[config.mk]
export PLATFORM = sky130hd
export DESIGN_NAME = std_event_status
export DESIGN_NICKNAME = d
export VERILOG_FILES = /design/src/design/ses_pkg.sv /design/src/design/std_event_status.sv /design/src/design/ses_latch.sv
export VERILOG_INCLUDE_DIRS = /design/src /design/src/design
export SDC_FILE = /design/constraint.sdc
export NUM_CORES = 1
export LEC_CHECK = 0
export BUFFER_PORTS_ARGS = -buffer_cell sky130_fd_sc_hd__buf_2
export CORE_AREA = 2 2 49 51
export DETAILED_ROUTE_END_ITERATION = 8
export DIE_AREA = 0 0 51 53
export GPL_TIMING_DRIVEN = 0
export PLACE_DENSITY = 0.91
export REMOVE_ABC_BUFFERS = 1
export SETUP_SLACK_MARGIN = 0.1
export SKIP_LAST_GASP = 1
export SLEW_MARGIN = 20
export SYNTH_ARGS = -nofsm -noshare
export SYNTH_HDL_FRONTEND = slang
export SYNTH_SLANG_ARGS = --single-unit
export TNS_END_PERCENT = 100
[constraint.sdc]
create_clock -name ref_clk_i -period 2.1 [get_ports ref_clk_i]
set_input_delay 0.315 -clock ref_clk_i [delete_from_list [all_inputs] [get_ports ref_clk_i]]
set_output_delay 0.315 -clock ref_clk_i [all_outputs]
set_load 0.01 [all_outputs]
[src/design/ses_map.svh]
`ifndef SES_MAP_SVH
`define SES_MAP_SVH
`define SES_W          16
`define SES_EVT_W      8
`define SES_BIT_OPC    0
`define SES_BIT_RQC    1
`define SES_BIT_QYE    2
`define SES_BIT_DDE    3
`define SES_BIT_EXE    4
`define SES_BIT_CME    5
`define SES_BIT_URQ    6
`define SES_BIT_PON    7
`define SES_RST_EVT    8'h80
`define SES_RST_MASK   8'h00
`define SES_ZERO_EVT   8'h00
`define SES_RSVD_HI    8'h00
`define SES_RST_RESP   16'h0000
`endif

[src/design/ses_pkg.sv]
package ses_pkg;
  typedef logic [7:0] evt_t;
  typedef enum logic [1:0] {
    CMD_NONE,
    CMD_READ,
    CMD_CLEAR,
    CMD_MASK
  } cmd_e;
endpackage

[src/design/std_event_status.sv]
`timescale 1ns/1ps
`default_nettype none
`include "ses_map.svh"
module std_event_status
  import ses_pkg::*;
(
  // clock and reset
  input  wire logic         ref_clk_i,
  input  wire logic         rst_n_i,
  // event inputs, one-cycle pulses from the command engine
  input  wire logic         cmd_syntax_err_i,
  input  wire logic         cmd_semantic_err_i,
  input  wire logic         trig_in_msg_i,
  input  wire logic         data_range_err_i,
  input  wire logic         exec_fail_i,
  input  wire logic         dev_err_i,
  input  wire logic         query_empty_i,
  input  wire logic         query_lost_i,
  input  wire logic         req_ctrl_i,
  input  wire logic         opc_armed_i,
  input  wire logic         ops_done_i,
  // common commands
  input  wire logic         esr_query_i,
  input  wire logic         cls_i,
  input  wire logic         ese_wr_i,
  input  wire logic [7:0]   ese_data_i,
  // answers
  output logic              resp_valid_o,
  output logic [`SES_W-1:0] resp_data_o,
  output logic [7:0]        ese_mask_o,
  output logic              summary_o
);
  // ****************************************
  // event collection
  // ****************************************
  evt_t evt_set;
  evt_t evt_q;
  logic clr;

  always_comb begin
    evt_set                 = `SES_ZERO_EVT;
    evt_set[`SES_BIT_CME]   = cmd_syntax_err_i | cmd_semantic_err_i
                              | trig_in_msg_i;
    evt_set[`SES_BIT_EXE]   = data_range_err_i
                              | exec_fail_i;
    evt_set[`SES_BIT_DDE]   = dev_err_i;
    evt_set[`SES_BIT_QYE]   = query_empty_i
                              | query_lost_i;
    evt_set[`SES_BIT_RQC]   = req_ctrl_i;
    evt_set[`SES_BIT_OPC]   = opc_armed_i & ops_done_i;
    evt_set[`SES_BIT_URQ]   = 1'b0;
  end

  // read and clear command both empty the latch; new events same cycle survive
  assign clr = esr_query_i | cls_i;

  // power-on bit comes from the latch's first cycle after release
  ses_latch #(
    .W (`SES_EVT_W)
  ) u_latch (
    .ref_clk_i (ref_clk_i),
    .rst_n_i   (rst_n_i),
    .rst_val_i (`SES_RST_EVT),
    .set_i     (evt_set),
    .clr_i     (clr),
    .q_o       (evt_q)
  );

  // ****************************************
  // response, mask and summary
  // ****************************************
  logic              resp_valid_r;
  logic              resp_valid_nxt;
  logic [`SES_W-1:0] resp_data_r;
  logic [`SES_W-1:0] resp_data_nxt;
  logic [7:0]        mask_r;
  logic [7:0]        mask_nxt;
  logic              sum_r;
  logic              sum_nxt;

  always_comb begin
    resp_valid_nxt = esr_query_i;
    resp_data_nxt  = resp_data_r;
    if (esr_query_i) begin
      resp_data_nxt = {`SES_RSVD_HI, evt_q};
    end
    // mask resets to all disabled; only an explicit write arms the summary
    mask_nxt = ese_wr_i ? ese_data_i : mask_r;
    // registered so the summary pin has no gate path from the event inputs
    sum_nxt  = |(evt_q & mask_r);
  end

  always_ff @(posedge ref_clk_i or negedge rst_n_i) begin
    if (!rst_n_i) begin
      resp_valid_r <= 1'b0;
      resp_data_r  <= `SES_RST_RESP;
      mask_r       <= `SES_RST_MASK;
      sum_r        <= 1'b0;
    end else begin
      resp_valid_r <= resp_valid_nxt;
      resp_data_r  <= resp_data_nxt;
      mask_r       <= mask_nxt;
      sum_r        <= sum_nxt;
    end
  end

  assign resp_valid_o = resp_valid_r;
  assign resp_data_o  = resp_data_r;
  assign ese_mask_o   = mask_r;
  assign summary_o    = sum_r;

  // ****************************************
  // checks
  // ****************************************
  AST_RESERVED_ZERO: assert property (@(posedge ref_clk_i) disable iff (!rst_n_i)
    resp_data_o[15:8] == 8'h00) else $error("reserved bits not zero");
  AST_URQ_NEVER: assert property (@(posedge ref_clk_i) disable iff (!rst_n_i)
    !evt_q[`SES_BIT_URQ]) else $error("user request bit set");
  AST_CME_SET: assert property (@(posedge ref_clk_i) disable iff (!rst_n_i)
    (cmd_syntax_err_i | cmd_semantic_err_i) |=> evt_q[`SES_BIT_CME])
    else $error("command error not latched");
  AST_GET_CME: assert property (@(posedge ref_clk_i) disable iff (!rst_n_i)
    trig_in_msg_i |=> evt_q[`SES_BIT_CME]) else $error("trigger error not latched");
  AST_EXE_SET: assert property (@(posedge ref_clk_i) disable iff (!rst_n_i)
    (data_range_err_i | exec_fail_i) |=> evt_q[`SES_BIT_EXE])
    else $error("execution error not latched");
  AST_DDE_SET: assert property (@(posedge ref_clk_i) disable iff (!rst_n_i)
    dev_err_i |=> evt_q[`SES_BIT_DDE]) else $error("device error not latched");
  AST_QYE_SET: assert property (@(posedge ref_clk_i) disable iff (!rst_n_i)
    (query_empty_i | query_lost_i) |=> evt_q[`SES_BIT_QYE])
    else $error("query error not latched");
  AST_OPC_ONLY: assert property (@(posedge ref_clk_i) disable iff (!rst_n_i)
    $rose(evt_q[`SES_BIT_OPC]) |-> $past(opc_armed_i & ops_done_i))
    else $error("opc set without command");
  AST_QUERY_DATA: assert property (@(posedge ref_clk_i) disable iff (!rst_n_i)
    esr_query_i |=> resp_valid_o && resp_data_o[7:0] == $past(evt_q))
    else $error("query answer wrong");
  // power-on merge lands on the first edge after release, so that edge is exempt
  AST_CLEAR: assert property (@(posedge ref_clk_i) disable iff (!rst_n_i)
    $past(rst_n_i) && (esr_query_i | cls_i) && evt_set == 8'h00 |=> evt_q == 8'h00)
    else $error("register not cleared");
  AST_STICKY: assert property (@(posedge ref_clk_i) disable iff (!rst_n_i)
    !(esr_query_i | cls_i) |=> (evt_q & $past(evt_q)) == $past(evt_q))
    else $error("bit dropped without clear");
  AST_SUMMARY: assert property (@(posedge ref_clk_i) disable iff (!rst_n_i)
    ##1 summary_o == |($past(evt_q) & $past(mask_r))) else $error("summary wrong");
  AST_PON: assert property (@(posedge ref_clk_i)
    $rose(rst_n_i) |=> evt_q[`SES_BIT_PON]) else $error("power on bit missing");

  // ****************************************
  // checks: single event sources, clear command and spurious bits
  // ****************************************
  AST_EXE_FAIL: assert property (@(posedge ref_clk_i) disable iff (!rst_n_i)
    exec_fail_i |=> evt_q[`SES_BIT_EXE])
    else $error("internal execution failure not latched");
  AST_QYE_LOST: assert property (@(posedge ref_clk_i) disable iff (!rst_n_i)
    query_lost_i |=> evt_q[`SES_BIT_QYE])
    else $error("lost output data not latched");
  AST_RQC_SET: assert property (@(posedge ref_clk_i) disable iff (!rst_n_i)
    req_ctrl_i |=> evt_q[`SES_BIT_RQC])
    else $error("control request not latched");
  AST_OPC_SET: assert property (@(posedge ref_clk_i) disable iff (!rst_n_i)
    opc_armed_i && ops_done_i |=> evt_q[`SES_BIT_OPC])
    else $error("operation complete not latched");
  AST_CLS_CLEAR: assert property (@(posedge ref_clk_i) disable iff (!rst_n_i)
    $past(rst_n_i) && cls_i && evt_set == 8'h00 |=> evt_q == 8'h00)
    else $error("clear command left bits set");
  // no bit appears without an event; bit 7 shows two edges after release, so skip those
  AST_NO_SPUR: assert property (@(posedge ref_clk_i) disable iff (!rst_n_i)
    $past(rst_n_i, 2) |-> (evt_q & ~$past(evt_q) & ~$past(evt_set)) == 8'h00)
    else $error("bit set without event");

  // ****************************************
  // checks: answer and mask
  // ****************************************
  AST_RESP_PULSE: assert property (@(posedge ref_clk_i) disable iff (!rst_n_i)
    !esr_query_i |=> !resp_valid_o)
    else $error("answer valid without query");
  // the answer byte must survive until the next query reads the register
  AST_RESP_HOLD: assert property (@(posedge ref_clk_i) disable iff (!rst_n_i)
    !esr_query_i |=> $stable(resp_data_o))
    else $error("answer data moved without query");
  AST_MASK_WRITE: assert property (@(posedge ref_clk_i) disable iff (!rst_n_i)
    ese_wr_i |=> ese_mask_o == $past(ese_data_i))
    else $error("enable mask not written");
  AST_MASK_HOLD: assert property (@(posedge ref_clk_i) disable iff (!rst_n_i)
    !ese_wr_i |=> $stable(ese_mask_o))
    else $error("enable mask moved without write");
  AST_SUM_MASKED: assert property (@(posedge ref_clk_i) disable iff (!rst_n_i)
    ese_mask_o == 8'h00 |=> !summary_o)
    else $error("summary set with empty mask");

  COV_QUERY: cover property (@(posedge ref_clk_i) disable iff (!rst_n_i)
    esr_query_i && evt_q != 8'h00);
  COV_SET_CLR: cover property (@(posedge ref_clk_i) disable iff (!rst_n_i)
    cls_i && evt_set != 8'h00);
  COV_SUMMARY: cover property (@(posedge ref_clk_i) disable iff (!rst_n_i) $rose(summary_o));
  COV_MASK_WRITE: cover property (@(posedge ref_clk_i) disable iff (!rst_n_i)
    ese_wr_i && ese_data_i != 8'h00);
  COV_PON_READ: cover property (@(posedge ref_clk_i) disable iff (!rst_n_i)
    esr_query_i && evt_q[`SES_BIT_PON]);
endmodule
`default_nettype wire

[src/design/ses_latch.sv]
`timescale 1ns/1ps
`default_nettype none
`include "ses_map.svh"
// sticky bit cell: set wins over clear so no event is lost
module ses_latch
  import ses_pkg::*;
#(
  parameter int W = 8
) (
  input  wire logic         ref_clk_i,
  input  wire logic         rst_n_i,
  input  wire logic [W-1:0] rst_val_i,
  input  wire logic [W-1:0] set_i,
  input  wire logic         clr_i,
  output logic      [W-1:0] q_o
);
  logic [W-1:0] q_r;
  logic [W-1:0] q_nxt;
  logic         seeded_r;
  logic         seeded_nxt;

  always_comb begin
    seeded_nxt = 1'b1;
    q_nxt      = (clr_i ? {W{1'b0}} : q_r) | set_i;
    if (!seeded_r) begin
      q_nxt = q_nxt | rst_val_i;
    end
  end

  // reset takes constants; power-on value is merged at release
  always_ff @(posedge ref_clk_i or negedge rst_n_i) begin
    if (!rst_n_i) begin
      q_r      <= {W{1'b0}};
      seeded_r <= 1'b0;
    end else begin
      q_r      <= q_nxt;
      seeded_r <= seeded_nxt;
    end
  end

  assign q_o = q_r;
endmodule
`default_nettype wire

Word-level counts from Yosys, hierarchy flattened

Cells that the tools add are included.

Register bits after elaboration: 27
Latch bits: 0
Memory bits (writable): 0
Memory bits (read-only): 0
Bits of input ports: 24
Output and inout bits: 26
Logic and storage cells: 17
Memories kept: 0

Add/subtract/negate cells: 0
$mul: 0
Div/mod/pow operators: 0
Order comparisons: 0
Eq/ne operators: 0
Shift-type cells: 0
Multiplexer cells: 2
Bitwise operators: 8
Reductions and logical operators: 1

Operators by type and width:

| kind                                | count |
|---|---|
| 8-bit 2-to-1 mux                    | 2 |
| 8-bit bitwise AND                   | 1 |
| 8-bit by 6-bit OR with 8-bit output | 1 |
| 8-bit OR reduction                  | 1 |
| 1-bit OR                            | 5 |
| 1-bit bitwise AND                   | 1 |

Longest topological paths before layout

Gate-level depths: netlist of run 1.

Word-level depth: 4
Depth in mapped cells: 3
Gate-level depth less buffers: 2

Cells and area by module

Synthesis of run 1 repeated with hierarchy kept, for this count alone.

Cell total of the unflattened synthesis: 76
Area total of the unflattened synthesis: 1164.9 um2

By module, submodules not included:

| module           | instances | cells each | area an instance (um2) | seq. area each (um2) |
|---|---|---|---|---|
| std_event_status | 1         | 56         | 848.3                  | 450.4 |
| ses_latch        | 1         | 20         | 316.6                  | 225.2 |

Worst setup path after synthesis of run 1

Ideal clock, no wire load.

Path type: input port to flip-flop
From: input esr_query_i
To: register u_latch.q_r[5] (netlist: u_latch.q_o[5])
Library setup time: 0.129 ns
Arrival time: 0.862 ns
Data required time: 1.971 ns
Path slack: 1.109 ns
Cell stages on the path: 3
Path buffers: 1
Path through: buf_6 > nor2_4 > a2111o_1

Cells in the longest elaborated chain, start to end: 4

RTL lines:

| item                                | line                   | RTL |
|---|---|---|
| start, declared                     | std_event_status.sv:23 | `input wire logic esr_query_i,` |
| 1-bit OR                            | std_event_status.sv:55 | `assign clr = esr_query_i \| cls_i;` |
| 8-bit 2-to-1 mux                    | ses_latch.sv:24        | `q_nxt = (clr_i ? {W{1'b0}} : q_r) \| set_i;` |
| 8-bit by 6-bit OR with 8-bit output | ses_latch.sv:24        |  |
| 8-bit 2-to-1 mux                    | ses_latch.sv:25        | `if (!seeded_r) begin` |
| net u_latch.q_nxt[5]                | ses_latch.sv:18        | `logic [W-1:0] q_nxt;` |
| end signal, assigned                | ses_latch.sv:33        | `q_r <= {W{1'b0}};` |
| end signal, assigned                | ses_latch.sv:36        | `q_r <= q_nxt;` |
| end, declared                       | ses_latch.sv:17        | `logic [W-1:0] q_r;` |

The timed path passes the listed nets, and every way through them passes these cells.
A chain may end at the register's enable or synchronous reset.

Final worst setup path of run 1

From: register mask_r[5] (netlist: ese_mask_o[5])
To: output ese_mask_o[5]

RTL lines:

| item                   | line                    | RTL |
|---|---|---|
| start, declared        | std_event_status.sv:76  | `logic [7:0] mask_r;` |
| start signal, assigned | std_event_status.sv:97  | `` mask_r <= `SES_RST_MASK; `` |
| start signal, assigned | std_event_status.sv:102 | `mask_r <= mask_nxt;` |
| end, declared          | std_event_status.sv:30  | `output logic [7:0] ese_mask_o,` |

No word-level cell between the ends.

==> flow_summary.toml, run 1 <==
[outcome]
status = "completed"

[placement]
dp_slack_ps = 900
io_buffers = 40
placed_area_mm2 = 0.00117
gp_congestion = 0.669
placed_cells = 130

[cts]
clock_sinks = 25
clkTransAtPathRegs_ps = 120
postCtsSetupRepairBufs = 0
root_buffer = "clkbuf_4"
htreeDepth = 1
cts_buffer_depth = 2
cts_buffers = 3
cts_tree = "built"
cts_resized = 0
clk_latency_ps = 300

[global_routing]
grt_pass1_wl_mm = 2.83
first_global_vias = 638
track_usage = 0.148
grt_start_max_net_pins = 26
antenna_found_initial = 0
grt_overflow = 0

[power_and_ir_drop]
power_frac_comb = 0.160
seqPwrFrac = 0.613
p_clk_frac = 0.226
p_int_mw = 0.667
p_switching_mw = 0.223
p_leak_nw = 0.578
peakVddDrop_mv = 0.370
total_power_mw = 0.890
powerDensity_mw_per_mm2 = 737
switching_share = 0.250

[floorplanning]
die_y_um = 53
start_util = 0.461
core-area_mm2 = 0.00215
design.portCount = 50
rows = 17
fp.dieW_um = 51
dieArea_mm2 = 0.00270

[logic_synthesis]
synth_top_area_share = 0.632
synth_area_um2 = 990
synth_seq_area_share = 0.632
synth_cells = 65
syn_avg_cell_area_um2 = 15.2
yosysTopAreaCell = "dfrtp_1"
ys_warn_count = 0
synth_cell_types = 15
synth-seq-cells = 25
synthTopCellsByArea = "dfrtp_1 (63%), mux2_2 (17%), buf_4 (6.8%)"

[critical_path]
cp-endpoint = "ese_mask_o[5]"
cp.required_ps = 1780
start_kind = "flop"
critical-path-top-delay-family = "flip-flops"
rr_worst_depth = 2
cp_slowest_stage_delay_ps = 420
crit_path_start = "ese_mask_o[5]"
criticalPathCategory = "reg2out"
path_cells = "buf_2"
r2r_slack_ps = 1130
critPathSlowestCell = "dfrtp_1"
critPathBufInv = 1
r2r_end = "summary_o"
cp-end-kind = "output pin"
rr_startpoint = "u_latch.q_o[4]"
path_max_fanout = 3
crit_arrival_ps = 870
cp.depth = 1

[routing]
firstDrtPassIters = 4
route.vias.total = 636
wl_per_cell_um = 13.8
drc = 0
viasPerCell = 4.71
routed_wl_mm = 1.86
drtIter0Drc = 3
final_antenna_net_count = 0

[cells_and_area]
drive_gt1_frac = 0.561
fin_nets = 132
final_area_mm2 = 0.00121
final_core_util = 0.562
area_growth_pct = 22.0
diodes = 0
finalNonFillerCells = 135

[sta]
rsz0062_at_grt = "false"
drv_slew = 0
maxClockFrequency_ghz = 0.843
setup_viol = 0
min_period_ps = 1190
fin_skew_ps = 0.934
setup_ws_ps = 913
worst_pin_slew_ps = 533
final_hold_viol_count = 0
maxSlewHeadroom = 0.645
tns_ps = 0
post-route-period-util = 0.565
fin_hold_ws_ps = 188

[job]
maxCapViolations = 0

[min_path]
hold_path_class = "in2reg"
-- cells in the final DEF (no fill, tap or decap) --
cell / n
a22o_1: 1
nor2_4: 1
a211o_1: 2
nand3_1: 1
mux2_2: 15
buf_2: 40
clkbuf_1: 1
clkbuf_4: 3
a21bo_2: 1
dfrtp_1: 25
conb_1: 10
a222oi_1: 1
dlygate4sd3_1: 1
a21o_1: 2
a2111o_1: 1
a22oi_1: 2
-- sequential cells by signal, summed over array words and instances, names as in the netlist --
signal	count
resp_data_o	7
u_latch.q_o	7
ese_mask_o	8
u_latch.seeded_r	1
summary_o	1
resp_valid_o	1
-- routing by layer --
metal	wire, um	up-vias	track usage	part of all wire
met5	0	-	0	0
met4	30	0	0.0811	0.016
met3	186	4	0.0282	0.10
met2	910	38	0.279	0.49
met1	730	297	0.154	0.39
li1	-	297	-	-
-- area by class of cell --
cell class                 count  area [um2]
multi-input combinational     37         310
timing repair buffer          41         210
fill                         188         941
sequential                    25         626
tap                           28        35.0
clock buffer                   4        26.3
-- cells by family after synthesis --
family / synth area share
mux: 0.171
buf+inv: 0.0847
other cells: 0.00759
flops: 0.632
compound gates: 0.0885
simple gates: 0.0164
-- cell usage after synthesis --
master	instances
a2111o_1	1
a211o_1	2
a21bo_2	1
a21o_1	2
a222oi_1	1
a22o_1	1
a22oi_1	2
buf_2	1
buf_4	9
buf_6	1
conb_1	2
dfrtp_1	25
mux2_2	15
nand3_1	1
nor2_4	1
-- power by group through the flow --
stage | Combinational [mW] | Clock, mW | Sequential (mW)
2_1_floorplan | 0.0518 | 0 | 0.567
6_report | 0.143 | 0.202 | 0.546
5_1_grt | 0.155 | 0.239 | 0.552
3_5_place_dp | 0.143 | 0 | 0.556
3_3_place_gp | 0.138 | 0 | 0.553
4_1_cts | 0.145 | 0.211 | 0.546
-- repair_timing --
action | 4_1_cts | 5_1_grt
hold endpoints to repair | 25 | 0
hold buffers | 1 | 0
endpoints found under the setup margin | 0 | 0
-- how the worst min path moves through the flow --
stage,startpoint,endpoint,slack (ps),cells after the start
floorplan,rst_n_i,ese_mask_o[0],20,0
global placement,rst_n_i,ese_mask_o[0],310,1
detailed placement,rst_n_i,ese_mask_o[0],330,1
CTS,dev_err_i,u_latch.q_o[3],180,2
global route,dev_err_i,u_latch.q_o[3],160,2
finish,dev_err_i,u_latch.q_o[3],190,2
Power figures use the tool's default switching activity.
==> run 2, diff against run 1 <==
ABC_AREA = 1   (was not set)
CORE_AREA = 2 2 52 54   (was 2 2 49 51)
DIE_AREA = 0 0 54 56   (was 0 0 51 53)
PLACE_DENSITY = 0.86   (was 0.91)
clock period = 1.18 ns   (was 2.1 ns; I/O delays follow)
==> flow_summary.toml, run 2 <==
[global_routing]
first_global_vias = 791
grt_overflow = 0
antenna_found_initial = 0
grt_pass1_wl_mm = 3.14
grt_start_max_net_pins = 26
track_usage = 0.137

[critical_path]
start_kind = "flop"
critical-path-top-delay-family = "flip-flops"
cp-end-kind = "output pin"
critPathBufInv = 1
path_max_fanout = 3
critPathSlowestCell = "dfrtp_1"
path_cells = "buf_6"
cp.required_ps = 1000
criticalPathCategory = "reg2out"
crit_arrival_ps = 890
cp_slowest_stage_delay_ps = 440

[logic_synthesis]
synth_cell_types = 13
async_reset_ff_frac = 1.00
synth_common_cells = "nand2_1 (51), dfrtp_1 (25), buf_4 (9), inv_1 (9), o21ai_0 (7)"
synth_ff_type = "dfrtp_1"
synth_seq_area_share = 0.596
syn_avg_cell_area_um2 = 9.13
synth_most_common_cell = "nand2_1"
synth_cells = 115
ys_warn_count = 0
synth_top_area_share = 0.596
synth_area_mm2 = 0.00105
synth_edf_count = 0
yosysTopAreaCell = "dfrtp_1"
synth-seq-cells = 25
synthTopCellsByArea = "dfrtp_1 (60%), nand2_1 (18%), buf_4 (6.4%)"

[routing]
firstDrtPassIters = 4
drtIter0Drc = 9
routed_wl_mm = 1.95
drc = 0
viasPerCell = 4.27
final_antenna_net_count = 0
wl_per_cell_um = 10.1
route.vias.total = 820

[floorplanning]
design.portCount = 50
start_util = 0.432
core-area_mm2 = 0.00243
rows = 18
dieArea_mm2 = 0.00302
fp.dieW_um = 54
die_y_um = 56

[cells_and_area]
final_area_mm2 = 0.00131
final_common_cell = "nand2_1"
mostFrequentLayoutCells = "nand2_1 (51), buf_2 (39), dfrtp_1 (25), conb_1 (10), inv_1 (9)"
final_core_util = 0.539
area_growth_pct = 24.9
drive_gt1_frac = 0.327
n_fill_cell = 220
largest_register_ffs = 8
diodes = 0
fin_nets = 187

[cts]
cts_buffers = 3
cts_tree = "built"
clkTransAtPathRegs_ps = 130
htreeDepth = 1
root_buffer = "clkbuf_4"
cts_buffer_depth = 2
clock_sinks = 25
clk_latency_ps = 310

[sta]
final_hold_viol_count = 0
maxClockFrequency_ghz = 0.935
maxSlewHeadroom = 0.653
tns_ps = 0
fin_skew_ps = 4.11
setup_viol = 0
setup_ws_ps = 111
min_period_ps = 1070
post-route-period-util = 0.906
drv_slew = 0
worst_pin_slew_ps = 520
rsz0062_at_grt = "true"

[placement]
gp_congestion = 0.705
io_buffers = 40
dp_hpwl_mm = 1.52
placed_area_mm2 = 0.00123
dp_slack_ps = 369

[power_and_ir_drop]
p_leak_nw = 0.746
peakVddDrop_mv = 0.669
total_power_mw = 1.62
powerDensity_mw_per_mm2 = 1230

[outcome]
status = "completed"

[job]
maxCapViolations = 0

[min_path]
hold_path_class = "in2reg"
-- run 2: changes by cell type after synthesis, moves of 2 or more --
cell / before / now
a22oi_1: 2 / 0
a21o_1: 2 / 0
nor2_1: 0 / 4
nand2_1: 0 / 51
mux2_2: 15 / 0
o21ai_0: 0 / 7
a21o_2: 0 / 2
a211o_1: 2 / 0
inv_1: 0 / 9
-- run 2: worst paths after layout --
check / from / endpoint / slack [ps] / depth (start not counted)
min in group asynchronous: rst_n_i / resp_data_o[2] / 360 / 2
min: query_empty_i / u_latch.q_o[2] / 40 / 3
min reg2reg: u_latch.seeded_r / u_latch.q_o[7] / 410 / 1
max reg2reg: ese_mask_o[3] / summary_o / 270 / 5
max: ese_mask_o[4] / ese_mask_o[4] / 110 / 1
max in group asynchronous: rst_n_i / ese_mask_o[0] / 470 / 2
-- run 2: per-layer routing --
metal	wire, um	share of wire	up-vias	global-route usage
li1	-	-	419	-
met2	1060	0.54	32	0.244
met3	117	0.060	4	0.0296
met4	17	0.0087	0	0.0500
met5	0	0	-	0
met1	758	0.39	365	0.154
-- run 2: where the power goes --
group	internal, mW	switching [mW]
registers	0.924	0.0426
clock network	0.129	0.237
logic	0.127	0.157
-- run 2: logic make-up after synthesis --
logic type / Yosys count / share of synthesized area
buf+inv: 21 / 0.122
compound gates: 10 / 0.0548
simple gates: 57 / 0.220
flops: 25 / 0.596
other cells: 2 / 0.00715
-- run 2: layout make-up --
cell class                      instances  area, um2  share of cell area
Sequential cell                        25        626               0.477
Multi-Input combinational cell         77        327               0.249
Timing Repair Buffer                   46        254               0.194
Clock inverter                          1       7.51             0.00573
Tap cell                               30       37.5              0.0286
Inverter                               10       37.5              0.0286
Clock buffer                            3       22.5              0.0172
-- run 2: what timing repair did --
action	in CTS	in global routing
gates resized for setup	0	1
hold buffers	1	0
endpoints found under the hold margin	25	0
buffers inserted	0	5
setup endpoints to repair	0	8
-- run 2: stage by stage --
| stage | instances | hold WS [ps] |
|---|---|---|
| final | 192 | 44.4 |
| after detailed placement | 182 | 182 |
| after global routing | 192 | 20.2 |
| after CTS | 187 | 33.0 |
| after global placement | 182 | 173 |
| after floorplan | 112 | -119 |
-- run 2: worst register-to-register path, stage by stage (launching register included) --
cell and delay (ps):
dfrtp_1 420, buf_4 130, nand2_1 60, nand2_1 50
nor2_1 100, nand2_1 60
